## src/reset_seq_defines.vh

```
// Constants for the reset source collector and release sequencer.
// Assumes a single 40 MHz core clock and a plain register port.

`ifndef RESET_SEQ_DEFINES_VH
`define RESET_SEQ_DEFINES_VH

// ----------------------------------------------------------------
// Register offsets
// ----------------------------------------------------------------
`define OFS_RESET_CAUSE 8'h00
`define OFS_STANDBY_CTRL 8'h04
`define OFS_TIMEBASE_CTRL 8'h08
`define OFS_WD_POSTPONE 8'h0c

// ----------------------------------------------------------------
// Field positions
// ----------------------------------------------------------------
`define BIT_CAUSE_PIN 15
`define BIT_CAUSE_WATCHDOG_CAUSE_FLAG 13
`define BIT_CAUSE_SOFT 11
`define BIT_WD_PERIOD_HI 9
`define BIT_WD_PERIOD_LO 8
`define BIT_SOFT_RESET 4
`define BIT_STAB_HI 3
`define BIT_STAB_LO 2
`define BIT_SYNC_MODE 9

// ----------------------------------------------------------------
// Reset values and codes
// ----------------------------------------------------------------
`define STAB_SEL_RESET 2'h0
`define WD_PERIOD_RESET 2'h0
`define SYNC_MODE_RESET 1'b0
`define WD_KEY_FIRST 8'ha5
`define WD_KEY_SECOND 8'h5a
`define MODE_VEC_ADDR 32'h000ffff8
`define BOOT_MODE_ADDR 32'h000007fd
`define RESET_VEC_ADDR 32'h000ffffc

// ----------------------------------------------------------------
// Timing counts in core clock cycles
// ----------------------------------------------------------------
`define STAB_CYC_0 13'h0040
`define STAB_CYC_1 13'h0100
`define STAB_CYC_2 13'h0400
`define STAB_CYC_3 13'h1000
`define WD_CYC_0 13'h0100
`define WD_CYC_1 13'h0200
`define WD_CYC_2 13'h0400
`define WD_CYC_3 13'h0800

`endif

```

## src/reset_source_sequencer.v

```verilog
// Reset source collection and reset release sequencing.
// Assumes the bus idle input and fetch handshake run on core_clk;
// the external reset pin is asynchronous and is synchronised here.

`timescale 1ns/10ps
`default_nettype none

`include "reset_seq_defines.vh"

module reset_source_sequencer (
    input wire core_clk,
    input wire rst,
    input wire clk_en,
    input wire external_full_reset_pin_n,
    input wire [7:0] reg_addr,
    input wire [15:0] reg_wdata,
    input wire reg_wr,
    input wire reg_rd,
    output reg [15:0] reg_rdata,
    input wire bus_all_stopped,
    output reg bus_sleep_req,
    output reg full_reset,
    output reg op_reset,
    output reg clk_run,
    output reg fetch_req,
    output reg [31:0] fetch_addr,
    input wire [31:0] fetch_data,
    input wire fetch_ack,
    output reg boot_mode_wr,
    output reg [31:0] boot_mode_addr,
    output reg [7:0] boot_mode_data,
    output reg pc_load,
    output reg [31:0] pc_value,
    output reg [1:0] stab_sel,
    output reg sync_reset_mode_bit
);

    // ----------------------------------------------------------------
    // States
    // ----------------------------------------------------------------
    localparam [2:0] ST_INIT = 3'h0;
    localparam [2:0] ST_STAB = 3'h1;
    localparam [2:0] ST_CLKON = 3'h2;
    localparam [2:0] ST_OPRST = 3'h3;
    localparam [2:0] ST_FETCH_MODE = 3'h4;
    localparam [2:0] ST_FETCH_VEC = 3'h5;
    localparam [2:0] ST_RUN = 3'h6;

    // ----------------------------------------------------------------
    // Count lookups
    // ----------------------------------------------------------------
    function [12:0] stab_cycles;
        input [1:0] sel;
        begin
            case (sel)
                2'h0: stab_cycles = `STAB_CYC_0;
                2'h1: stab_cycles = `STAB_CYC_1;
                2'h2: stab_cycles = `STAB_CYC_2;
                default: stab_cycles = `STAB_CYC_3;
            endcase
        end
    endfunction

    function [12:0] wd_cycles;
        input [1:0] sel;
        begin
            case (sel)
                2'h0: wd_cycles = `WD_CYC_0;
                2'h1: wd_cycles = `WD_CYC_1;
                2'h2: wd_cycles = `WD_CYC_2;
                default: wd_cycles = `WD_CYC_3;
            endcase
        end
    endfunction

    // ----------------------------------------------------------------
    // Pin synchroniser
    // ----------------------------------------------------------------
    reg pin_meta_r;
    reg pin_sync_r;

    always @(posedge core_clk or posedge rst) begin
        if (rst) begin
            pin_meta_r <= 1'b0;
            pin_sync_r <= 1'b0;
        end else if (clk_en) begin
            pin_meta_r <= external_full_reset_pin_n;
            pin_sync_r <= pin_meta_r;
        end
    end

    wire pin_low = ~pin_sync_r;

    // ----------------------------------------------------------------
    // State and registers
    // ----------------------------------------------------------------
    reg [2:0] state_r;
    reg [12:0] tb_cnt_r;
    reg [12:0] wd_cnt_r;
    reg wd_run_r;
    reg wd_req_r;
    reg wd_key_ok_r;
    reg [1:0] wd_period_r;
    reg soft_pend_r;
    reg flag_pin_r;
    reg flag_watchdog_cause_flag_r;
    reg flag_soft_r;

    wire wr_cause = reg_wr && (reg_addr == `OFS_RESET_CAUSE);
    wire wr_stby = reg_wr && (reg_addr == `OFS_STANDBY_CTRL);
    wire wr_tbc = reg_wr && (reg_addr == `OFS_TIMEBASE_CTRL);
    wire wr_wdp = reg_wr && (reg_addr == `OFS_WD_POSTPONE);
    wire rd_cause = reg_rd && (reg_addr == `OFS_RESET_CAUSE);

    // Pin has precedence; watchdog only when pin is high
    wire init_req = pin_low | wd_req_r;
    wire soft_go = (state_r == ST_RUN) && soft_pend_r && sync_reset_mode_bit
                   && bus_all_stopped;
    wire wd_expire = wd_run_r && (wd_cnt_r == wd_cycles(wd_period_r) - 13'h0001);

    always @(posedge core_clk or posedge rst) begin
        if (rst) begin
            state_r <= ST_INIT;
            tb_cnt_r <= 13'h0000;
            wd_cnt_r <= 13'h0000;
            wd_run_r <= 1'b0;
            wd_req_r <= 1'b0;
            wd_key_ok_r <= 1'b0;
            wd_period_r <= `WD_PERIOD_RESET;
            soft_pend_r <= 1'b0;
            flag_pin_r <= 1'b0;
            flag_watchdog_cause_flag_r <= 1'b0;
            flag_soft_r <= 1'b0;
            stab_sel <= `STAB_SEL_RESET;
            sync_reset_mode_bit <= `SYNC_MODE_RESET;
            full_reset <= 1'b1;
            op_reset <= 1'b1;
            clk_run <= 1'b0;
            bus_sleep_req <= 1'b0;
            fetch_req <= 1'b0;
            fetch_addr <= 32'h00000000;
            boot_mode_wr <= 1'b0;
            boot_mode_addr <= 32'h00000000;
            boot_mode_data <= 8'h00;
            pc_load <= 1'b0;
            pc_value <= 32'h00000000;
            reg_rdata <= 16'h0000;
        end else if (clk_en) begin
            // ----------------------------------------------------------
            // Register port
            // ----------------------------------------------------------
            boot_mode_wr <= 1'b0;
            pc_load <= 1'b0;
            reg_rdata <= 16'h0000;
            if (reg_rd) begin
                case (reg_addr)
                    `OFS_RESET_CAUSE: begin
                        reg_rdata[`BIT_CAUSE_PIN] <= flag_pin_r;
                        reg_rdata[`BIT_CAUSE_WATCHDOG_CAUSE_FLAG] <= flag_watchdog_cause_flag_r;
                        reg_rdata[`BIT_CAUSE_SOFT] <= flag_soft_r;
                        reg_rdata[`BIT_WD_PERIOD_HI:`BIT_WD_PERIOD_LO] <= wd_period_r;
                    end
                    `OFS_STANDBY_CTRL: begin
                        reg_rdata[`BIT_SOFT_RESET] <= ~soft_pend_r;
                        reg_rdata[`BIT_STAB_HI:`BIT_STAB_LO] <= stab_sel;
                    end
                    `OFS_TIMEBASE_CTRL: begin
                        reg_rdata[`BIT_SYNC_MODE] <= sync_reset_mode_bit;
                    end
                    default: begin
                        reg_rdata <= 16'h0000;
                    end
                endcase
            end
            // Flags clear on read; a new cause below wins
            if (rd_cause) begin
                flag_pin_r <= 1'b0;
                flag_watchdog_cause_flag_r <= 1'b0;
                flag_soft_r <= 1'b0;
            end
            if (wr_stby) begin
                stab_sel <= reg_wdata[`BIT_STAB_HI:`BIT_STAB_LO];
                if (!reg_wdata[`BIT_SOFT_RESET]) begin
                    soft_pend_r <= 1'b1;
                end
            end
            if (wr_tbc) begin
                sync_reset_mode_bit <= reg_wdata[`BIT_SYNC_MODE];
            end

            // ----------------------------------------------------------
            // Watchdog
            // ----------------------------------------------------------
            if (wd_run_r) begin
                wd_cnt_r <= wd_cnt_r + 13'h0001;
            end
            if (wd_expire) begin
                wd_req_r <= 1'b1;
                wd_run_r <= 1'b0;
            end
            if (wr_wdp) begin
                if (reg_wdata[7:0] == `WD_KEY_FIRST) begin
                    wd_key_ok_r <= 1'b1;
                end else if (wd_key_ok_r && reg_wdata[7:0] == `WD_KEY_SECOND) begin
                    wd_key_ok_r <= 1'b0;
                    if (!wd_expire) begin
                        wd_cnt_r <= 13'h0000;
                    end
                end else begin
                    wd_key_ok_r <= 1'b0;
                end
            end
            if (wr_cause) begin
                wd_period_r <= reg_wdata[`BIT_WD_PERIOD_HI:`BIT_WD_PERIOD_LO];
                wd_run_r <= 1'b1;
                wd_cnt_r <= 13'h0000;
                wd_key_ok_r <= 1'b0;
            end

            // ----------------------------------------------------------
            // Sequencer
            // ----------------------------------------------------------
            bus_sleep_req <= (state_r == ST_RUN) && soft_pend_r
                             && sync_reset_mode_bit && !soft_go;
            case (state_r)
                ST_INIT: begin
                    if (!init_req) begin
                        full_reset <= 1'b0;
                        state_r <= ST_STAB;
                        tb_cnt_r <= 13'h0000;
                    end
                end
                ST_STAB: begin
                    tb_cnt_r <= tb_cnt_r + 13'h0001;
                    if (tb_cnt_r == stab_cycles(stab_sel) - 13'h0001) begin
                        clk_run <= 1'b1;
                        state_r <= ST_CLKON;
                    end
                end
                ST_CLKON: begin
                    op_reset <= 1'b0;
                    fetch_req <= 1'b1;
                    fetch_addr <= `MODE_VEC_ADDR;
                    state_r <= ST_FETCH_MODE;
                end
                ST_OPRST: begin
                    op_reset <= 1'b0;
                    fetch_req <= 1'b1;
                    fetch_addr <= `MODE_VEC_ADDR;
                    state_r <= ST_FETCH_MODE;
                end
                ST_FETCH_MODE: begin
                    if (fetch_ack) begin
                        boot_mode_wr <= 1'b1;
                        boot_mode_addr <= `BOOT_MODE_ADDR;
                        boot_mode_data <= fetch_data[7:0];
                        fetch_addr <= `RESET_VEC_ADDR;
                        state_r <= ST_FETCH_VEC;
                    end
                end
                ST_FETCH_VEC: begin
                    if (fetch_ack) begin
                        fetch_req <= 1'b0;
                        pc_load <= 1'b1;
                        pc_value <= fetch_data;
                        state_r <= ST_RUN;
                    end
                end
                ST_RUN: begin
                    if (soft_go) begin
                        op_reset <= 1'b1;
                        // A request landing on this very edge stays pending
                        soft_pend_r <= wr_stby && !reg_wdata[`BIT_SOFT_RESET];
                        flag_soft_r <= 1'b1;
                        wd_req_r <= wd_expire;
                        wd_run_r <= 1'b0;
                        wd_key_ok_r <= 1'b0;
                        bus_sleep_req <= 1'b0;
                        state_r <= ST_OPRST;
                    end
                end
                default: begin
                    state_r <= ST_INIT;
                end
            endcase

            // ----------------------------------------------------------
            // Full settings reset overrides the sequencer, watchdog and mode bits above; stab_sel only on a pin cause
            // ----------------------------------------------------------
            if (init_req) begin
                state_r <= ST_INIT;
                full_reset <= 1'b1;
                op_reset <= 1'b1;
                clk_run <= 1'b0;
                bus_sleep_req <= 1'b0;
                fetch_req <= 1'b0;
                boot_mode_wr <= 1'b0;
                pc_load <= 1'b0;
                tb_cnt_r <= 13'h0000;
                sync_reset_mode_bit <= `SYNC_MODE_RESET;
                soft_pend_r <= 1'b0;
                wd_run_r <= 1'b0;
                wd_cnt_r <= 13'h0000;
                wd_key_ok_r <= 1'b0;
                wd_period_r <= `WD_PERIOD_RESET;
                wd_req_r <= 1'b0;
                if (pin_low) begin
                    flag_pin_r <= 1'b1;
                    stab_sel <= `STAB_SEL_RESET;
                end else begin
                    flag_watchdog_cause_flag_r <= 1'b1;
                end
            end
        end
    end

endmodule

`default_nettype wire

```

## config.mk

```make
export PLATFORM = sky130hd
export DESIGN_NAME = reset_source_sequencer
export DESIGN_NICKNAME = d
export VERILOG_FILES = /design/src/reset_source_sequencer.v
export VERILOG_INCLUDE_DIRS = /design/src
export SDC_FILE = /design/constraint.sdc
export NUM_CORES = 1
export LEC_CHECK = 0
export BUFFER_PORTS_ARGS = -buffer_cell sky130_fd_sc_hd__buf_4
export CAP_MARGIN = 20
export CORE_MARGIN = 3
export CORE_UTILIZATION = 50
export CTS_CLUSTER_SIZE = 28
export DETAILED_ROUTE_END_ITERATION = 16
export GPL_ROUTABILITY_DRIVEN = 0
export PLACE_DENSITY = 0.81
export SLEW_MARGIN = 0
export SYNTH_ARGS = -nofsm -noshare
export SYNTH_HDL_FRONTEND = slang
export SYNTH_SLANG_ARGS = --single-unit
```

## constraint.sdc

```tcl
create_clock -name core_clk -period 5 [get_ports core_clk]
set_input_delay 0.25 -clock core_clk [delete_from_list [all_inputs] [get_ports core_clk]]
set_output_delay 0.25 -clock core_clk [all_outputs]
set_load 0.03 [all_outputs]
```

==> impl_summary.md <==
Setup path
In this run the worst path has a maximum fanout of 13. STA classifies the critical path endpoint as a flip-flop. The worst endpoint data arrival time is 2.55 ns. In this run the critical register-to-register path is captured at wd_cnt_r[10]$_DFFE_PP0P_. The worst setup path category is flip-flop to flip-flop. Measured in cells, the most critical reg-to-reg path has a length of 5. The worst setup path is launched from a flip-flop.

The required arrival time at the worst endpoint is 5.25 ns. The beginning of the worst register-to-register path is pin_sync_r$_DFFE_PP0P_. For flop-to-flop paths, the worst setup slack is 2.70 ns.

Worst hold path
Along the worst hold path, the cell count comes to 2. The hold path startpoint is fetch_data[18]. The hold path endpoint is pc_value[18]$_DFFE_PP0P_.

The type of the most critical hold path is primary input to flip-flop.

STA
In the finished design, the share of the clock period the worst path needs comes to 0.461. The clock period minus final worst setup slack is 2.30 ns. The final critical-path setup slack is 2.70 ns. The final number of max-transition violations is 0. The setup TNS is 0 ns.

For the final database, setup skew stands at 0.0152 ns. The count of final hold-check violations is 0. The slew at the pin closest to its max-slew limit is 0.896 ns. The upper clock frequency limit is 434 MHz. Setup repair after global routing left no endpoint under its margin. The relative slew slack is 0.402. The number of setup violations in the final report is 0.

Status
The run finished with clean final reports.

Power and ir drop
The largest vdd supply drop is 0.180 mV. In this run the power spent charging and discharging nets is 487 uW. The portion of total power attributed to sequential cells is 0.533. The share of total power in combinational logic is 0.157. The share of total power dissipated in the clock network is 0.310.

In this run the power density over the cells is 258 nW/um^2. Of the total power, the share spent switching nets is 0.302. The internal power of the cells totals 1130 uW.

Total power for the finished layout comes to 1610 uW. The leakage power total is 0.00314 uW.

Placement
Buffers placed on the I/O ports in this run total 143. Summed over all nets, the half-perimeter wirelength after detailed placement is 8.61 mm. OpenSTA, run right after detailed placement, puts the worst setup slack at 2.77 ns. Once placement completed, the tool counted placed cells totaling 715.

Clock network
The number of setup buffers added after CTS is 0. Counting along the longest clock path gives a buffer depth of 2. The later pin in the worst-skew pair is clocked with a latency of 0.35 ns. Clock-pin slew was measured on the worst setup and hold paths at 0.11 ns.

The number of gates resized after CTS was 0. The TritonCTS buffer count is 9. After clock tree synthesis, the flow added hold-fix buffers numbering 1. The maximum level of the CTS H-tree is 3. The clock root buffer is sky130_fd_sc_hd__clkbuf_8. For this design, the sink count on the clock tree is 101. TritonCTS built the clock tree.

Layout
For this run, the share of the core covered by cells in the final layout is 0.625. The fraction of final layout cells sized beyond drive strength 1 is 0.364. The area growth from synthesis to layout is 19.1%.

The leading cell type in the layout, fill and taps excluded is sky130_fd_sc_hd__buf_4. The total inserted antenna cells is 0. Once layout is complete, the cells apart from fillers number 732. After filler insertion, the fill cell instance count of the layout stands at 817.

Leaving out fill and tap cells, the most frequent cells in the layout are 145 x sky130_fd_sc_hd__buf_4, 99 x sky130_fd_sc_hd__dfrtp_1, 44 x sky130_fd_sc_hd__conb_1. After the last flow step, the layout net total stands at 661. The area taken by multi-input logic gates is 2230 um^2. Summing all flip-flop and latch instances after layout gives 2530 um^2.

Logic synthesis
The Yosys step of the flow raised 0 warnings. In this run, synthesis inferred 0 flip-flops with an integrated enable. The cell count after synthesis is 483. For this run, asynchronously set or reset flops after synthesis account for 1.00. The average instance area after synthesis is 10.9 um^2.

The share of the Yosys chip area taken by registers is 0.482. The post-synthesis sequential element count is 101. Summing every instance area after synthesis gives 5250 um^2. For this run, the leading register cell type out of synthesis is sky130_fd_sc_hd__dfrtp_1. In this run, distinct cell masters in the synthesized netlist total 62.

Global route
For this run the aggregate overflow at the end of global routing stands at 0. The first global-routing pass estimated 18.3 mm of wire. The total routing resource utilization after global routing is 0.194. The number of global-route vias before repair is 3892. The number of antenna violations at the first check in global routing was 0. Entering global routing, the biggest net connects 59 pins.

Flow run
The max-capacitance violation count is 0.

Floorplanning
The y dimension of the die is 108 um. For this configuration, the core starts out at a cell density of 0.525. The placeable core region is 10000 um^2.

Pin placement for this block handled 194 I/O pins. The number of rows created at floorplan is 36. The floorplan step defined a die boundary enclosing 11800 um^2.

The floorplan step set the die width to 108 um.

Detailed routing
The mean number of vias per cell is 5.44. Before antenna repair, the detailed router went through 4 iterations. The final route contains 3983 vias. The wire length after detailed routing is 11.8 mm. The first-iteration detailed-routing DRC count is 200.

The residual antenna-violating net count after detailed routing is 0. In the routed design, unresolved DRC markers number 0. After detailed routing, the average wire length per cell comes to 16.1 um.
==> routing by layer <==
| metal | part of all wire | track usage | routed length [um] | vias up |
|---|---|---|---|---|
| met2 | 0.52 | 0.332 | 6100 | 172 |
| li1 | - | - | - | 1835 |
| met4 | 0.014 | 0.0559 | 170 | 0 |
| met1 | 0.39 | 0.239 | 4580 | 1961 |
| met3 | 0.077 | 0.0561 | 904 | 15 |
| met5 | 0 | 0 | 0 | - |
==> sequential cells by signal, indices dropped and copies added, names as in the netlist, 2 cells and up <==
| name | cells |
|---|---|
| wd_cnt_r | 13 |
| boot_mode_data | 8 |
| state_r | 3 |
| reg_rdata | 8 |
| tb_cnt_r | 13 |
| wd_period_r | 2 |
| fetch_addr | 2 |
| pc_value | 32 |
| stab_sel | 2 |
==> how the worst max path moves through the flow <==
stage	from	to	cells after the start
2_1_floorplan	rst	boot_mode_addr[0]$_DFFE_PP0P_	1
6_report	pin_sync_r$_DFFE_PP0P_	wd_cnt_r[10]$_DFFE_PP0P_	5
4_1_cts	pin_sync_r$_DFFE_PP0P_	wd_cnt_r[10]$_DFFE_PP0P_	5
5_1_grt	stab_sel[0]$_DFFE_PP0P_	state_r[1]$_DFFE_PP0P_	6
3_3_place_gp	stab_sel[0]$_DFFE_PP0P_	state_r[1]$_DFFE_PP0P_	6
3_5_place_dp	pin_sync_r$_DFFE_PP0P_	wd_cnt_r[10]$_DFFE_PP0P_	5
==> cell families (layout without fill, tap and decap cells) <==
logic type      Yosys count  after routing  share of synthesized area
flops                   101            101                      0.482
simple gates            133            133                      0.142
buf+inv                 100            173                      0.125
xor+xnor                 19             19                     0.0317
mux                      47             47                     0.0996
compound gates           79             79                      0.112
other cells               1             44                   0.000714
fa+ha+maj                 3              3                    0.00715
==> cell type report <==
class	instances	share of cell area
well taps	133	0.0266
clock inverters	6	0.00780
clock buffers	10	0.0220
repair buffers	146	0.176
multi-input cells	325	0.356
inverters	11	0.00700
flip-flops and latches	101	0.405
==> synthesized netlist by cell type, types with 3 or more instances <==
| master | count | share of area |
|---|---|---|
| sky130_fd_sc_hd__a21o_1 | 4 | 0.0057 |
| sky130_fd_sc_hd__a21oi_1 | 9 | 0.0086 |
| sky130_fd_sc_hd__a221oi_1 | 3 | 0.0050 |
| sky130_fd_sc_hd__a22o_1 | 11 | 0.018 |
| sky130_fd_sc_hd__a31oi_1 | 6 | 0.0071 |
| sky130_fd_sc_hd__a32o_1 | 5 | 0.0095 |
| sky130_fd_sc_hd__and3_1 | 5 | 0.0060 |
| sky130_fd_sc_hd__buf_2 | 10 | 0.0095 |
| sky130_fd_sc_hd__buf_4 | 69 | 0.099 |
| sky130_fd_sc_hd__clkbuf_1 | 7 | 0.0050 |
| sky130_fd_sc_hd__dfrtp_1 | 99 | 0.47 |
| sky130_fd_sc_hd__ha_1 | 3 | 0.0071 |
| sky130_fd_sc_hd__inv_1 | 11 | 0.0079 |
| sky130_fd_sc_hd__mux2_2 | 42 | 0.090 |
| sky130_fd_sc_hd__mux2i_1 | 5 | 0.0095 |
| sky130_fd_sc_hd__nand2_1 | 33 | 0.024 |
| sky130_fd_sc_hd__nand2b_1 | 4 | 0.0048 |
| sky130_fd_sc_hd__nand3_1 | 8 | 0.0076 |
| sky130_fd_sc_hd__nand4_1 | 14 | 0.017 |
| sky130_fd_sc_hd__nor2_1 | 25 | 0.018 |
| sky130_fd_sc_hd__nor2b_1 | 3 | 0.0036 |
| sky130_fd_sc_hd__nor3_1 | 10 | 0.0095 |
| sky130_fd_sc_hd__nor3b_1 | 4 | 0.0057 |
| sky130_fd_sc_hd__nor4_1 | 4 | 0.0048 |
| sky130_fd_sc_hd__o21ai_0 | 15 | 0.014 |
| sky130_fd_sc_hd__o22ai_1 | 4 | 0.0048 |
| sky130_fd_sc_hd__o2bb2ai_1 | 4 | 0.0067 |
| sky130_fd_sc_hd__or3_1 | 4 | 0.0048 |
| sky130_fd_sc_hd__xnor2_1 | 13 | 0.022 |
| sky130_fd_sc_hd__xor2_1 | 6 | 0.010 |
==> critical path: stages (launching register included) <==
cell and delay, ns:
sky130_fd_sc_hd__dfrtp_1 0.54, sky130_fd_sc_hd__nor2b_1 0.70, sky130_fd_sc_hd__nand2_1 0.23, sky130_fd_sc_hd__nor2_1 0.23, sky130_fd_sc_hd__o31ai_4 0.19, sky130_fd_sc_hd__a221oi_1 0.31
==> power by group through the flow <==
stage | Sequential [uW] | Combinational, uW | Clock, uW
2_1_floorplan | 878 | 197 | 0
6_report | 860 | 254 | 501
3_3_place_gp | 873 | 247 | 0
5_1_grt | 864 | 278 | 548
4_1_cts | 859 | 254 | 519
3_5_place_dp | 875 | 253 | 0
==> per-stage QoR <==
| stage | hold slack, ns | cell area, um^2 |
|---|---|---|
| after CTS | 0.0977 | 6250 |
| final | 0.118 | 6250 |
| after floorplan | 0.386 | 5410 |
| after global routing | 0.0958 | 6250 |
| after detailed placement | 0.344 | 6060 |
| after global placement | 0.337 | 6060 |
Power figures use the tool's default switching activity.
